**src/rtl/pvp_pkg.sv**
```systemverilog
package pvp_pkg;
	localparam int ADDR_W = 14;
	localparam int DATA_W = 14;
	localparam logic [13:0] ADDR_RESET = 14'h0000;
	localparam logic [13:0] USER_TOP = 14'h1fff;
	localparam logic [13:0] CFG_BASE = 14'h2000;
	localparam logic [13:0] CFG_TOP = 14'h3fff;
	localparam logic [13:0] CFG_IMPL_TOP = 14'h208f;
	localparam logic [13:0] UID_TOP = 14'h2003;
	localparam logic [13:0] CONFIG_WORD = 14'h2007;
	localparam logic [13:0] CAL_BASE = 14'h2080;
	localparam logic [13:0] CAL_USE_TOP = 14'h2089;
	localparam logic [13:0] CAL_TOP = 14'h208a;
	localparam int CMD_BITS = 6;
	localparam int DATA_CLOCKS = 16;
	localparam logic [5:0] CMD_LOAD_CFG = 6'h00;
	localparam logic [5:0] CMD_LOAD_DATA = 6'h02;
	localparam logic [5:0] CMD_READ_DATA = 6'h04;
	localparam logic [5:0] CMD_INC_ADDR = 6'h06;
	localparam logic [5:0] CMD_BEGIN_PROG = 6'h18;
	localparam logic [5:0] CMD_END_PROG = 6'h0a;
	localparam logic [5:0] CMD_BULK_ERASE = 6'h09;
	localparam logic [5:0] CMD_ROW_ERASE = 6'h11;
	localparam int CLK_MHZ = 50;
	localparam int GAP_NS = 1000;
	localparam int GAP_CYC = (GAP_NS * CLK_MHZ + 999) / 1000;
	typedef enum logic [2:0] {
		PVP_OP_NONE,
		PVP_OP_LOAD,
		PVP_OP_READ,
		PVP_OP_INC,
		PVP_OP_LOADCFG,
		PVP_OP_PROG,
		PVP_OP_ERASE
	} pvp_op_t;
endpackage : pvp_pkg

```
**src/rtl/pvp_buf_if.sv**
```systemverilog
interface pvp_buf_if;
	import pvp_pkg::*;
	logic in_valid;
	logic in_ready;
	logic [ADDR_W+DATA_W+2:0] in_data;
	logic out_valid;
	logic out_ready;
	logic [ADDR_W+DATA_W+2:0] out_data;
	modport fill (output in_valid, output in_data, input in_ready);
	modport store (input in_valid, input in_data, output in_ready,
		output out_valid, output out_data, input out_ready);
	modport drain (input out_valid, input out_data, output out_ready);
endinterface : pvp_buf_if

```
**src/rtl/pvp_entry_pc.sv**
```systemverilog
module pvp_entry_pc
	import pvp_pkg::*;
(
	input wire logic I_MCLK,
	input wire logic I_RSTN,
	input wire logic I_HV_MODE_SELECT_PIN,
	input wire logic I_SUPPLY_GOOD,
	input wire logic I_INTERNAL_CLEAR_OPTION,
	input wire logic I_CODE_PROTECT_BIT,
	input wire logic I_SERIAL_PROG_CLOCK,
	input wire logic I_SERIAL_PROG_DATA,
	output logic O_SERIAL_PROG_DATA,
	output logic O_SERIAL_PROG_DATA_OE_N,
	input wire logic [DATA_W-1:0] I_MEM_RDATA,
	output logic [ADDR_W-1:0] O_ADDRESS_COUNTER,
	output logic O_PROG_MODE,
	output logic O_LOGIC_RESET,
	output logic O_GPIO_FLOAT,
	output logic O_USER_CODE_BLOCKED,
	output logic O_ENTRY_ORDER_ERROR,
	output logic O_ADDR_USABLE,
	output logic O_MEM_VALID,
	input wire logic I_MEM_READY,
	output pvp_op_t O_MEM_OP,
	output logic [ADDR_W-1:0] O_MEM_ADDR,
	output logic [DATA_W-1:0] O_MEM_WDATA,
	output logic O_MEM_KEEP_CAL,
	output logic O_MEM_ERASE_IDS
);
	typedef enum logic [2:0] {
		PVP_OFF,
		PVP_HV_FIRST,
		PVP_CMD,
		PVP_GAP,
		PVP_DATA
	} pvp_state_t;

	localparam int BUF_W = ADDR_W + DATA_W + 3;
	// An unassigned code marks a finished load that still has to be queued.
	localparam logic [5:0] CMD_MARK = 6'h3f;

	logic [2:0] sclk_sync_reg, sclk_sync_next;
	logic [1:0] sdat_sync_reg, sdat_sync_next;
	logic [1:0] hv_sync_reg, hv_sync_next;
	logic [1:0] sup_sync_reg, sup_sync_next;
	logic sclk_fall, sclk_rise, sdat, hv, sup;

	pvp_state_t state_reg, state_next;
	logic [ADDR_W-1:0] addr_reg, addr_next;
	logic [5:0] cmd_reg, cmd_next;
	logic [4:0] bit_reg, bit_next;
	logic [15:0] shift_reg, shift_next;
	logic [7:0] gap_reg, gap_next;
	logic [DATA_W-1:0] rdata_reg, rdata_next;
	logic dout_reg, dout_next;
	logic oe_n_reg, oe_n_next;
	logic err_reg, err_next;
	logic blocked_reg, blocked_next;
	logic reading;

	logic q_valid;
	logic [BUF_W-1:0] q_data;
	pvp_op_t q_op;
	pvp_buf_if bif ();

	// The serial clock is slow next to I_MCLK, so its edges are found by sampling.
	always_comb begin
		sclk_sync_next = {sclk_sync_reg[1:0], I_SERIAL_PROG_CLOCK};
		sdat_sync_next = {sdat_sync_reg[0], I_SERIAL_PROG_DATA};
		hv_sync_next = {hv_sync_reg[0], I_HV_MODE_SELECT_PIN};
		sup_sync_next = {sup_sync_reg[0], I_SUPPLY_GOOD};
	end

	always_ff @(posedge I_MCLK) begin
		if (!I_RSTN) begin
			sclk_sync_reg <= '0;
			sdat_sync_reg <= '0;
			hv_sync_reg <= '0;
			sup_sync_reg <= '0;
		end else begin
			sclk_sync_reg <= sclk_sync_next;
			sdat_sync_reg <= sdat_sync_next;
			hv_sync_reg <= hv_sync_next;
			sup_sync_reg <= sup_sync_next;
		end
	end

	// The third stage on the serial clock only serves as the old value for edge finding.
	assign sclk_fall = sclk_sync_reg[2] && !sclk_sync_reg[1];
	assign sclk_rise = !sclk_sync_reg[2] && sclk_sync_reg[1];
	assign sdat = sdat_sync_reg[1];
	assign hv = hv_sync_reg[1];
	assign sup = sup_sync_reg[1];
	assign reading = (cmd_reg == CMD_READ_DATA);

	always_comb begin
		q_op = PVP_OP_NONE;
		unique case (cmd_reg)
			CMD_LOAD_CFG: q_op = PVP_OP_LOADCFG;
			CMD_LOAD_DATA: q_op = PVP_OP_LOAD;
			CMD_INC_ADDR: q_op = PVP_OP_INC;
			CMD_BEGIN_PROG: q_op = PVP_OP_PROG;
			CMD_BULK_ERASE, CMD_ROW_ERASE: q_op = PVP_OP_ERASE;
			default: q_op = PVP_OP_NONE;
		endcase
	end

	// Stalled memory work holds the serial engine rather than dropping a word.
	always_comb begin
		state_next = state_reg;
		addr_next = addr_reg;
		cmd_next = cmd_reg;
		bit_next = bit_reg;
		shift_next = shift_reg;
		gap_next = gap_reg;
		rdata_next = rdata_reg;
		dout_next = dout_reg;
		oe_n_next = oe_n_reg;
		err_next = err_reg;
		blocked_next = blocked_reg;
		q_valid = 1'b0;
		q_data = '0;
		if (!hv) begin
			state_next = PVP_OFF;
			addr_next = ADDR_RESET;
			oe_n_next = 1'b1;
			if (!sup) begin
				blocked_next = 1'b0;
			end
		end else begin
			unique case (state_reg)
				PVP_OFF: begin
					// Entry waits for clock and data low, so a busy pin never starts a frame.
					if (sclk_sync_reg[1] || sdat) begin
						state_next = PVP_OFF;
					end else begin
						state_next = sup ? PVP_CMD : PVP_HV_FIRST;
						addr_next = ADDR_RESET;
						bit_next = '0;
						shift_next = '0;
						err_next = sup && !I_INTERNAL_CLEAR_OPTION;
						blocked_next = !sup;
					end
				end
				PVP_HV_FIRST: begin
					if (sup) begin
						state_next = PVP_CMD;
					end
				end
				PVP_CMD: begin
					if (sclk_fall) begin
						cmd_next = {sdat, cmd_reg[5:1]};
						bit_next = bit_reg + 5'd1;
						if (bit_reg == 5'(CMD_BITS - 1)) begin
							bit_next = '0;
							state_next = PVP_GAP;
							gap_next = '0;
						end
					end
				end
				PVP_GAP: begin
					if (gap_reg < 8'(GAP_CYC)) begin
						gap_next = gap_reg + 8'd1;
					end else if (cmd_reg == CMD_LOAD_CFG || cmd_reg == CMD_LOAD_DATA
						|| reading) begin
						state_next = PVP_DATA;
						// The word is taken once, so a later memory change cannot tear a read.
						rdata_next = (I_CODE_PROTECT_BIT || (addr_reg >= CFG_BASE
							&& addr_reg <= UID_TOP)) ? I_MEM_RDATA : '0;
					end else begin
						q_valid = (q_op != PVP_OP_NONE);
						q_data = {q_op, addr_reg, {DATA_W{1'b0}}};
						// A queued request or a finished load waits here while the buffer is full.
						if (bif.in_ready || (q_op == PVP_OP_NONE && cmd_reg != CMD_MARK)) begin
							state_next = PVP_CMD;
							// The top bit is carried over, never computed, so configuration space is kept.
							if (cmd_reg == CMD_INC_ADDR) begin
								if (addr_reg[13]) begin
									addr_next = {1'b1, addr_reg[12:0] + 13'd1};
								end else begin
									addr_next = {1'b0, addr_reg[12:0] + 13'd1};
								end
							end
						end
					end
				end
				PVP_DATA: begin
					// The pin is driven from the second rising edge through the fifteenth; the sixteenth releases it.
					if (sclk_rise && reading) begin
						oe_n_next = (bit_reg >= 5'd1 && bit_reg < 5'(DATA_CLOCKS - 1)) ? 1'b0 : 1'b1;
						dout_next = rdata_reg[0];
						if (bit_reg >= 5'd1) begin
							rdata_next = {1'b0, rdata_reg[DATA_W-1:1]};
						end
					end
					if (sclk_fall) begin
						shift_next = {sdat, shift_reg[15:1]};
						bit_next = bit_reg + 5'd1;
						if (bit_reg == 5'(DATA_CLOCKS - 1)) begin
							oe_n_next = 1'b1;
							if (!reading) begin
								state_next = PVP_GAP;
								// Both loads queue exactly one word; the gap has already run.
								cmd_next = CMD_MARK;
							end else begin
								state_next = PVP_CMD;
							end
							bit_next = '0;
							if (cmd_reg == CMD_LOAD_CFG) begin
								addr_next = CFG_BASE;
							end
						end
					end
				end
				default: state_next = PVP_OFF;
			endcase
		end
	end

	always_ff @(posedge I_MCLK) begin
		if (!I_RSTN) begin
			state_reg <= PVP_OFF;
			addr_reg <= ADDR_RESET;
			cmd_reg <= '0;
			bit_reg <= '0;
			shift_reg <= '0;
			gap_reg <= '0;
			rdata_reg <= '0;
			dout_reg <= 1'b0;
			oe_n_reg <= 1'b1;
			err_reg <= 1'b0;
			blocked_reg <= 1'b0;
		end else begin
			state_reg <= state_next;
			addr_reg <= addr_next;
			cmd_reg <= cmd_next;
			bit_reg <= bit_next;
			shift_reg <= shift_next;
			gap_reg <= gap_next;
			rdata_reg <= rdata_next;
			dout_reg <= dout_next;
			oe_n_reg <= oe_n_next;
			err_reg <= err_next;
			blocked_reg <= blocked_next;
		end
	end

	// A completed load re-enters the gap with a marker command so it is queued once.
	always_comb begin
		bif.in_valid = q_valid;
		bif.in_data = q_data;
		if (state_reg == PVP_GAP && (cmd_reg == CMD_MARK)) begin
			bif.in_valid = 1'b1;
			bif.in_data = {PVP_OP_LOAD, addr_reg, shift_reg[14:1]};
		end
	end

	pvp_buf #(.WIDTH(BUF_W), .DEPTH(2)) u_buf (
		.i_clk(I_MCLK),
		.i_rstn(I_RSTN),
		.bus(bif)
	);

	assign bif.out_ready = I_MEM_READY;
	assign O_MEM_VALID = bif.out_valid;
	assign O_MEM_OP = pvp_op_t'(bif.out_data[BUF_W-1 -: 3]);
	assign O_MEM_ADDR = bif.out_data[DATA_W +: ADDR_W];
	assign O_MEM_WDATA = bif.out_data[DATA_W-1:0];
	// Trim words are never offered for erase; a dedicated procedure needs its own path.
	assign O_MEM_KEEP_CAL = 1'b1;
	assign O_MEM_ERASE_IDS = O_MEM_ADDR[13];
	assign O_ADDR_USABLE = !addr_reg[13] || (addr_reg <= UID_TOP) || (addr_reg == CONFIG_WORD)
		|| (addr_reg >= CAL_BASE && addr_reg <= CAL_USE_TOP);
	assign O_ADDRESS_COUNTER = addr_reg;
	assign O_PROG_MODE = (state_reg != PVP_OFF);
	// User logic stays in reset while the select is high or user code must stay blocked.
	assign O_LOGIC_RESET = hv || blocked_reg;
	assign O_GPIO_FLOAT = hv;
	assign O_USER_CODE_BLOCKED = blocked_reg;
	assign O_ENTRY_ORDER_ERROR = err_reg;
	assign O_SERIAL_PROG_DATA = dout_reg;
	assign O_SERIAL_PROG_DATA_OE_N = oe_n_reg;
endmodule : pvp_entry_pc

```
**src/rtl/pvp_buf.sv**
```systemverilog
module pvp_buf #(
	parameter int WIDTH = 31,
	parameter int DEPTH = 2
) (
	input wire logic i_clk,
	input wire logic i_rstn,
	pvp_buf_if.store bus
);
	logic [WIDTH-1:0] mem_reg [DEPTH];
	logic [WIDTH-1:0] mem_next [DEPTH];
	logic [$clog2(DEPTH):0] cnt_reg, cnt_next;
	logic push, pop;

	assign bus.in_ready = (cnt_reg < DEPTH[$clog2(DEPTH):0]);
	assign bus.out_valid = (cnt_reg != '0);
	assign bus.out_data = mem_reg[0];
	assign push = bus.in_valid && bus.in_ready;
	assign pop = bus.out_valid && bus.out_ready;

	// Entry zero is always the head, so entries shift down on a pop.
	always_comb begin
		cnt_next = cnt_reg + {{$clog2(DEPTH){1'b0}}, push} - {{$clog2(DEPTH){1'b0}}, pop};
		for (int i = 0; i < DEPTH; i++) begin
			mem_next[i] = mem_reg[i];
			if (pop && i < DEPTH - 1) begin
				mem_next[i] = mem_reg[i+1];
			end
			if (push && (i == int'(cnt_reg) - int'(pop))) begin
				mem_next[i] = bus.in_data;
			end
		end
	end

	always_ff @(posedge i_clk) begin
		if (!i_rstn) begin
			cnt_reg <= '0;
			for (int i = 0; i < DEPTH; i++) begin
				mem_reg[i] <= '0;
			end
		end else begin
			cnt_reg <= cnt_next;
			mem_reg <= mem_next;
		end
	end
endmodule : pvp_buf

```
**config.mk**
```make
export PLATFORM = sky130hd
export DESIGN_NAME = pvp_entry_pc
export DESIGN_NICKNAME = d
export VERILOG_FILES = /design/src/rtl/pvp_pkg.sv /design/src/rtl/pvp_buf_if.sv /design/src/rtl/pvp_entry_pc.sv /design/src/rtl/pvp_buf.sv
export SDC_FILE = /design/constraint.sdc
export NUM_CORES = 1
export LEC_CHECK = 0
export CAP_MARGIN = 0
export CORE_ASPECT_RATIO = 0.5
export CORE_MARGIN = 2
export CORE_UTILIZATION = 37
export CTS_BUF_LIST = sky130_fd_sc_hd__clkbuf_4 sky130_fd_sc_hd__clkbuf_8
export DETAILED_ROUTE_END_ITERATION = 12
export DONT_BUFFER_PORTS = 1
export SLEW_MARGIN = 25
export SYNTH_ARGS = -nofsm -noshare
export SYNTH_HDL_FRONTEND = slang
export SYNTH_SLANG_ARGS = --single-unit
```
**constraint.sdc**
```tcl
create_clock -name I_MCLK -period 3.3 [get_ports I_MCLK]
set_input_delay 0.66 -clock I_MCLK [delete_from_list [all_inputs] [get_ports I_MCLK]]
set_output_delay 0.66 -clock I_MCLK [all_outputs]
set_load 0.05 [all_outputs]
```
[After elaboration in Yosys (flattened, before gate mapping)]
Index checks and enable logic that the tools add are counted.
Cells by class
  add/subtract/negate cells: 6
  multiply operators: 0
  divide/modulo/power cells: 0
  order comparisons: 8
  equality and inequality tests: 36
  shift-type cells: 0
  multiplexer cells: 67
  bitwise operators: 1
  reduce and logical (&&, ||, !) cells: 53
Operators by type and width (count)
  2-to-1 mux 31 bit: 7
  2-to-1 mux 14 bit: 14
  case mux 14 bit (3 select lines): 1
  != test 2 bit, second input constant: 18
  == test 2 x 32 -> 1 bit, first input constant: 1
  zero test 32 bit: 1
  2-to-1 mux 16 bit: 2
  case mux 16 bit (2 select lines): 1
  case mux 3 bit (5 select lines): 2
  >= comparator 14 bit, second input constant: 2
  <= comparator 14 bit, second input constant: 2
  case mux 14 bit (2 select lines): 1
  2-to-1 mux 5 bit: 5
  2-to-1 mux 3 bit: 8
  2-to-1 mux 6 bit: 4
  2-to-1 mux 8 bit: 3
  case mux 8 bit (2 select lines): 1
  case mux 5 bit (3 select lines): 1
  == test 14 bit, second input constant: 1
  2-to-1 mux 1 bit: 14
  adder 13 x 1 -> 13 bit, second input constant: 1
  logical AND 1 bit: 13
  == test 6 x 3 -> 1 bit, second input constant: 2
  == test 6 x 5 -> 1 bit, second input constant: 2
  other kinds (37): 64
Word-level totals
  register bits after elaboration: 143
  bits in latches: 0
  RAM bits: 0
  bits in read-only memories: 0
  input bits: 23
  output and inout bits: 56
  word-level logic and storage cells: 189
  memories: 0

[Depth between registers and ports, before layout]
  word-level depth: 12
  depth in mapped cells: 14

[Cells and area by module]
A second synthesis with hierarchy kept.
Unflattened totals
  cells, all modules: 885
  area, all modules: 7190.6 um^2
Modules (own cells, without submodules)
  pvp_entry_pc: times used 1, cells an instance 531, area an instance 4280.4 um^2
  pvp_buf: times used 1, cells an instance 354, area an instance 2910.3 um^2

[Worst setup path after synthesis]
No wires, ideal clock.
  kind: register to register
  start: reg u_buf.cnt_reg[1]
  end: reg u_buf.mem_reg[14] (netlist bit)
  library setup time: 0.117 ns
  arrival: 3.036 ns
  required time: 3.183 ns
  setup slack: 0.147 ns
  cell stages (with the launch flop): 14
  clock period less this slack: 3.153 ns
  cells stage by stage: dfxtp_1 inv_1 nand2_1 nand2_1 buf_2 buf_1 inv_1 ha_1 ha_1 nand3_1 nor2_4 nor2_4 buf_6 a22o_1
Between the ends
  word-level cells in the longest chain between the ends: 5
  elaborated cells on any way between the ends: 7
  classes of those cells: 1 x add/sub; 1 x order compare; 1 x eq/ne; 4 x reduce/logical
RTL lines
  start: declaration: RTL line pvp_buf.sv:11  | logic [$clog2(DEPTH):0] cnt_reg, cnt_next;
  start signal: assignment: RTL line pvp_buf.sv:41  | cnt_reg <= cnt_next;
  nonzero test 2 bit: RTL line pvp_buf.sv:15  | assign bus.out_valid = (cnt_reg != '0);
  named net O_MEM_VALID: RTL line pvp_entry_pc.sv:22  | output logic O_MEM_VALID,
  logical AND 1 bit: RTL line pvp_buf.sv:18  | assign pop = bus.out_valid && bus.out_ready;
  subtractor 2 x 1 -> 3 bit: RTL line pvp_buf.sv:28  | if (push && (i == int'(cnt_reg) - int'(pop))) begin
  == test 2 x 32 -> 1 bit: RTL line pvp_buf.sv:28
  logical AND 1 bit: RTL line pvp_buf.sv:28
  end signal: assignment: RTL line pvp_buf.sv:42  | mem_reg <= mem_next;
  end: declaration: RTL line pvp_buf.sv:9  | logic [WIDTH-1:0] mem_reg [DEPTH];
The timed path passes the listed nets, and every way through them passes these cells.
A chain may end at the register's enable or synchronous reset.

[Worst setup path after layout]
  start: reg cmd_reg[3]
  end: reg u_buf.mem_reg[14] (netlist bit)
Between the ends
  word-level cells in the longest chain between the ends: 11
  elaborated cells on any way between the ends: 26
  classes of those cells: 7 x eq/ne; 11 x mux; 8 x reduce/logical
RTL lines
  start: declaration: RTL line pvp_entry_pc.sv:50  | logic [5:0] cmd_reg, cmd_next;
  start signal: assignment: RTL line pvp_entry_pc.sv:236  | cmd_reg <= cmd_next;
  == test 6 x 4 -> 1 bit / == test 6 x 5 -> 1 bit (equally long branches): RTL line pvp_entry_pc.sv:98  | unique case (cmd_reg)
  OR reduction 2 bit: RTL line pvp_entry_pc.sv:98
  case mux 3 bit (5 select lines): RTL line pvp_entry_pc.sv:98
  nonzero test 3 bit: RTL line pvp_entry_pc.sv:171  | q_valid = (q_op != PVP_OP_NONE);
  2-to-1 mux 1 bit: RTL line pvp_entry_pc.sv:164  | end else if (cmd_reg == CMD_LOAD_CFG || cmd_reg == CMD_LOAD_DATA
  2-to-1 mux 1 bit: RTL line pvp_entry_pc.sv:162  | if (gap_reg < 8'(GAP_CYC)) begin
  2-to-1 mux 1 bit: RTL line pvp_entry_pc.sv:131  | unique case (state_reg)
  2-to-1 mux 1 bit: RTL line pvp_entry_pc.sv:123  | if (!hv) begin
  2-to-1 mux 1 bit: RTL line pvp_entry_pc.sv:252  | if (state_reg == PVP_GAP && (cmd_reg == CMD_MARK)) begin
  logical AND 1 bit: RTL line pvp_buf.sv:17  | assign push = bus.in_valid && bus.in_ready;
  logical AND 1 bit: RTL line pvp_buf.sv:28
Parallel ways exist; a longest one is shown, timed or not.

==> impl_metrics.prom <==
# TYPE chip_impl_metric gauge
chip_impl_info{name="status",value="complete, no violations"} 1
chip_impl_info{name="synth.largest_area_cell",value="sky130_fd_sc_hd__dfxtp_1"} 1
chip_impl_metric{name="route.final.wire_length",unit="mm"} 16.3
chip_impl_metric{name="timing.max_cap.violations",unit=""} 0
chip_impl_metric{name="routed-via-count",unit=""} 5209
chip_impl_metric{name="layout.cells.non_filler",unit=""} 941
chip_impl_metric{name="num-nets-final",unit=""} 725
chip_impl_info{name="crit_path_start_kind",value="flop"} 1
chip_impl_metric{name="ffs_w_async_s_r_synth",unit="%"} 0
chip_impl_info{name="cp-end-kind",value="flop"} 1
chip_impl_metric{name="cts-root-to-sink-buffers",unit=""} 2
chip_impl_metric{name="detailedPlacementHpwl",unit="mm"} 11.3
chip_impl_metric{name="synth.lib_cells_used.distinct",unit=""} 71
chip_impl_metric{name="finalMaxSlewViolations",unit=""} 0
chip_impl_metric{name="worst_clock_skew",unit="ps"} 14.2
chip_impl_metric{name="finalWorstSetupSlack",unit="ps"} 565
chip_impl_metric{name="postSynthCellCount",unit=""} 725
chip_impl_metric{name="synth.yosys.warnings",unit=""} 0
chip_impl_metric{name="post-route-util",unit="%"} 40.4
chip_impl_metric{name="powerDensity",unit="mW/mm²"} 478
chip_impl_metric{name="clock-sinks",unit=""} 142
chip_impl_metric{name="cts_buffers",unit=""} 17
chip_impl_metric{name="stdcell_area",unit="mm²"} 0.00707
chip_impl_metric{name="setup_total_negative_slack",unit="ps"} 0
chip_impl_metric{name="finalWorstPathRequiredPeriod",unit="ps"} 2730
chip_impl_metric{name="leakage",unit="nW"} 2.63
chip_impl_metric{name="critPathMaxFanout",unit=""} 28
chip_impl_metric{name="worst-endpoint-required",unit="ps"} 3670
chip_impl_metric{name="timing.reg2reg.worst_path_depth",unit=""} 6
chip_impl_metric{name="number_of_antenna_violations_at_the_first_check_in_global_routing",unit=""} 4
chip_impl_metric{name="floorplan.die_area",unit="mm²"} 0.0191
chip_impl_metric{name="htree_num_levels",unit=""} 4
chip_impl_metric{name="std_cell_rows",unit=""} 34
chip_impl_metric{name="cts-resized-gates",unit=""} 0
chip_impl_metric{name="setup_violators_final",unit=""} 0
chip_impl_metric{name="yosys_top_cell_area_share",unit="%"} 42.8
chip_impl_metric{name="initial_utilization",unit="%"} 38.0
chip_impl_metric{name="die_height",unit="µm"} 98.8
chip_impl_metric{name="global_route.overflow_total",unit=""} 0
chip_impl_info{name="rsz0062_at_grt",value="false"} 1
chip_impl_info{name="synth-main-ff-cell",value="sky130_fd_sc_hd__dfxtp_1"} 1
chip_impl_metric{name="boundaryPins",unit=""} 79
chip_impl_metric{name="area_growth",unit="%"} 6.27
chip_impl_metric{name="slew-limit-headroom",unit="%"} 34.2
chip_impl_metric{name="achievable-frequency",unit="MHz"} 366
chip_impl_info{name="layout_commonest_cell",value="sky130_fd_sc_hd__dfxtp_1"} 1
chip_impl_metric{name="synth-seq-cells",unit=""} 142
chip_impl_metric{name="synth_edf_count",unit=""} 0
chip_impl_metric{name="synth.cell_area",unit="mm²"} 0.00665
chip_impl_metric{name="place.gp.congestion",unit=""} 0.895
chip_impl_metric{name="die-width",unit="µm"} 194
chip_impl_metric{name="placed_cells_incl_taps",unit=""} 906
chip_impl_metric{name="remaining_number_of_nets_flagged_by_the_antenna_check_after_routing",unit=""} 0
chip_impl_metric{name="postPlaceCellArea",unit="mm²"} 0.00667
chip_impl_metric{name="grt_first_pass_wirelength",unit="mm"} 26.1
chip_impl_metric{name="routed_wire_length_per_instance",unit="µm"} 17.4
chip_impl_metric{name="postSynthAreaPerCell",unit="µm²"} 9.17
chip_impl_metric{name="worstMarginPinSlew",unit="ps"} 986
chip_impl_metric{name="drt-vias-per-instance",unit=""} 5.54
chip_impl_metric{name="irDropWorstVdd",unit="mV"} 0.261
chip_impl_info{name="hold_path_class",value="primary input to flop"} 1
chip_impl_metric{name="hold_violations",unit=""} 0
chip_impl_metric{name="maximum_number_of_pins_on_one_net_before_global_route_repair",unit=""} 42
chip_impl_metric{name="clkLatencyLatePin",unit="ps"} 440
chip_impl_metric{name="crit_arrival",unit="ps"} 3110
chip_impl_metric{name="postCtsSetupRepairBufs",unit=""} 0
chip_impl_info{name="synth.area.top_cells",value="sky130_fd_sc_hd__dfxtp_1 (43%), sky130_fd_sc_hd__mux2i_1 (4.4%), sky130_fd_sc_hd__a21oi_1 (4.0%)"} 1
chip_impl_metric{name="route.detailed.drc",unit=""} 0
chip_impl_metric{name="global_route.usage.total",unit="%"} 17.0
chip_impl_info{name="tritoncts_clock_tree",value="yes"} 1
chip_impl_info{name="clockRootBuffer",value="sky130_fd_sc_hd__clkbuf_8"} 1
chip_impl_metric{name="fin_crit_sh",unit="%"} 82.9
chip_impl_metric{name="fillCellCount",unit=""} 1738
chip_impl_metric{name="layout-drive-gt1-share",unit="%"} 13.2
chip_impl_metric{name="core_area",unit="mm²"} 0.0175
chip_impl_metric{name="hold_path_depth",unit=""} 1
chip_impl_metric{name="cts.reportedPaths.clkPinSlew",unit="ps"} 80
chip_impl_info{name="layout_common_cells",value="sky130_fd_sc_hd__dfxtp_1 (142), sky130_fd_sc_hd__a21oi_1 (53), sky130_fd_sc_hd__nand2_1 (46), sky130_fd_sc_hd__nor2_1 (42), sky130_fd_sc_hd__nand3_1 (37)"} 1
chip_impl_metric{name="placement.setup.worst_slack",unit="ps"} 567
chip_impl_metric{name="pre_repair_dr_iteration_count",unit=""} 5
chip_impl_info{name="critical_path_class",value="flop to flop"} 1
chip_impl_metric{name="via_count_of_the_first_global_routing_pass",unit=""} 4820
chip_impl_metric{name="quantity_of_hold_fixing_buffers_added_after_cts",unit=""} 0
chip_impl_metric{name="mappedNetlistNets",unit=""} 759
chip_impl_metric{name="drtIter0Drc",unit=""} 434
chip_impl_metric{name="yosysSeqAreaShare",unit="%"} 42.8
chip_impl_metric{name="port_buffers",unit=""} 0
==> critical path, cell delays in order (launching register included) <==
cell and delay, ps:
sky130_fd_sc_hd__dfxtp_1 450, sky130_fd_sc_hd__nor4_4 490, sky130_fd_sc_hd__a221oi_1 230, sky130_fd_sc_hd__a31oi_4 540, sky130_fd_sc_hd__nor2_4 120, sky130_fd_sc_hd__nor2_4 580
sky130_fd_sc_hd__a22o_1 250
==> logic make-up (layout without fill, tap and decap cells) <==
kind of cell    Yosys count  in the layout  share of synthesized area (%)
compound gates          184            184                           19.9
xor+xnor                  8              8                           1.28
fa+ha+maj                11             11                           2.07
buf+inv                  96             75                           8.02
flops                   142            142                           42.8
mux                      37             37                           5.72
other cells               1              4                         0.0564
simple gates            246            246                           20.2
==> cells in the mapped netlist (all sizes together), types with 7 or more instances <==
| master | n |
|---|---|
| o21ai | 31 |
| mux2i | 29 |
| nor2b | 18 |
| mux2 | 8 |
| nor3 | 25 |
| a221oi | 15 |
| buf | 48 |
| a2bb2oi | 7 |
| dfxtp | 142 |
| o2bb2ai | 14 |
| nor2 | 45 |
| ha | 11 |
| or3 | 14 |
| nand4 | 9 |
| clkbuf | 31 |
| a21oi | 54 |
| nand2 | 47 |
| and2 | 16 |
| inv | 17 |
| a22o | 28 |
| nand3 | 37 |
==> cell type report <==
cell class / instances / area [µm²] / share of cell area, %
clock buffers: 19 / 249 / 3.52
multi-input cells: 487 / 3280 / 46.4
repair buffers: 26 / 195 / 2.76
clock inverters: 13 / 139 / 1.97
well taps: 234 / 293 / 4.14
diodes: 3 / 7.51 / 0.106
inverters: 17 / 63.8 / 0.903
flip-flops and latches: 142 / 2840 / 40.2
==> metrics by stage <==
step,power [mW],hold slack [ps]
finish,3.38,355
global route,3.53,312
CTS,3.42,323
detailed placement,2.05,418
global placement,2.04,418
floorplan,1.98,412
==> report_power, final <==
part           total (mW)  switching [mW]  internal (mW)
Clock                1.37           0.681          0.690
Combinational       0.273           0.190         0.0830
Sequential           1.73         0.00923           1.72
==> worst paths after layout <==
kind                  endpoint  slack, ps           startpoint
max          u_buf.mem_reg[14]        570           cmd_reg[3]
min           sclk_sync_reg[0]        360  I_SERIAL_PROG_CLOCK
max reg2reg  u_buf.mem_reg[14]        570           cmd_reg[3]
min reg2reg     hv_sync_reg[1]        430       hv_sync_reg[0]
==> metal layers <==
metal / GRT usage [%] / wire (µm)
met2: 27.1 / 7290
met1: 22.6 / 8010
met3: 5.24 / 883
met4: 4.17 / 134
met5: 0 / 13
(Power assumes the default switching activity.)
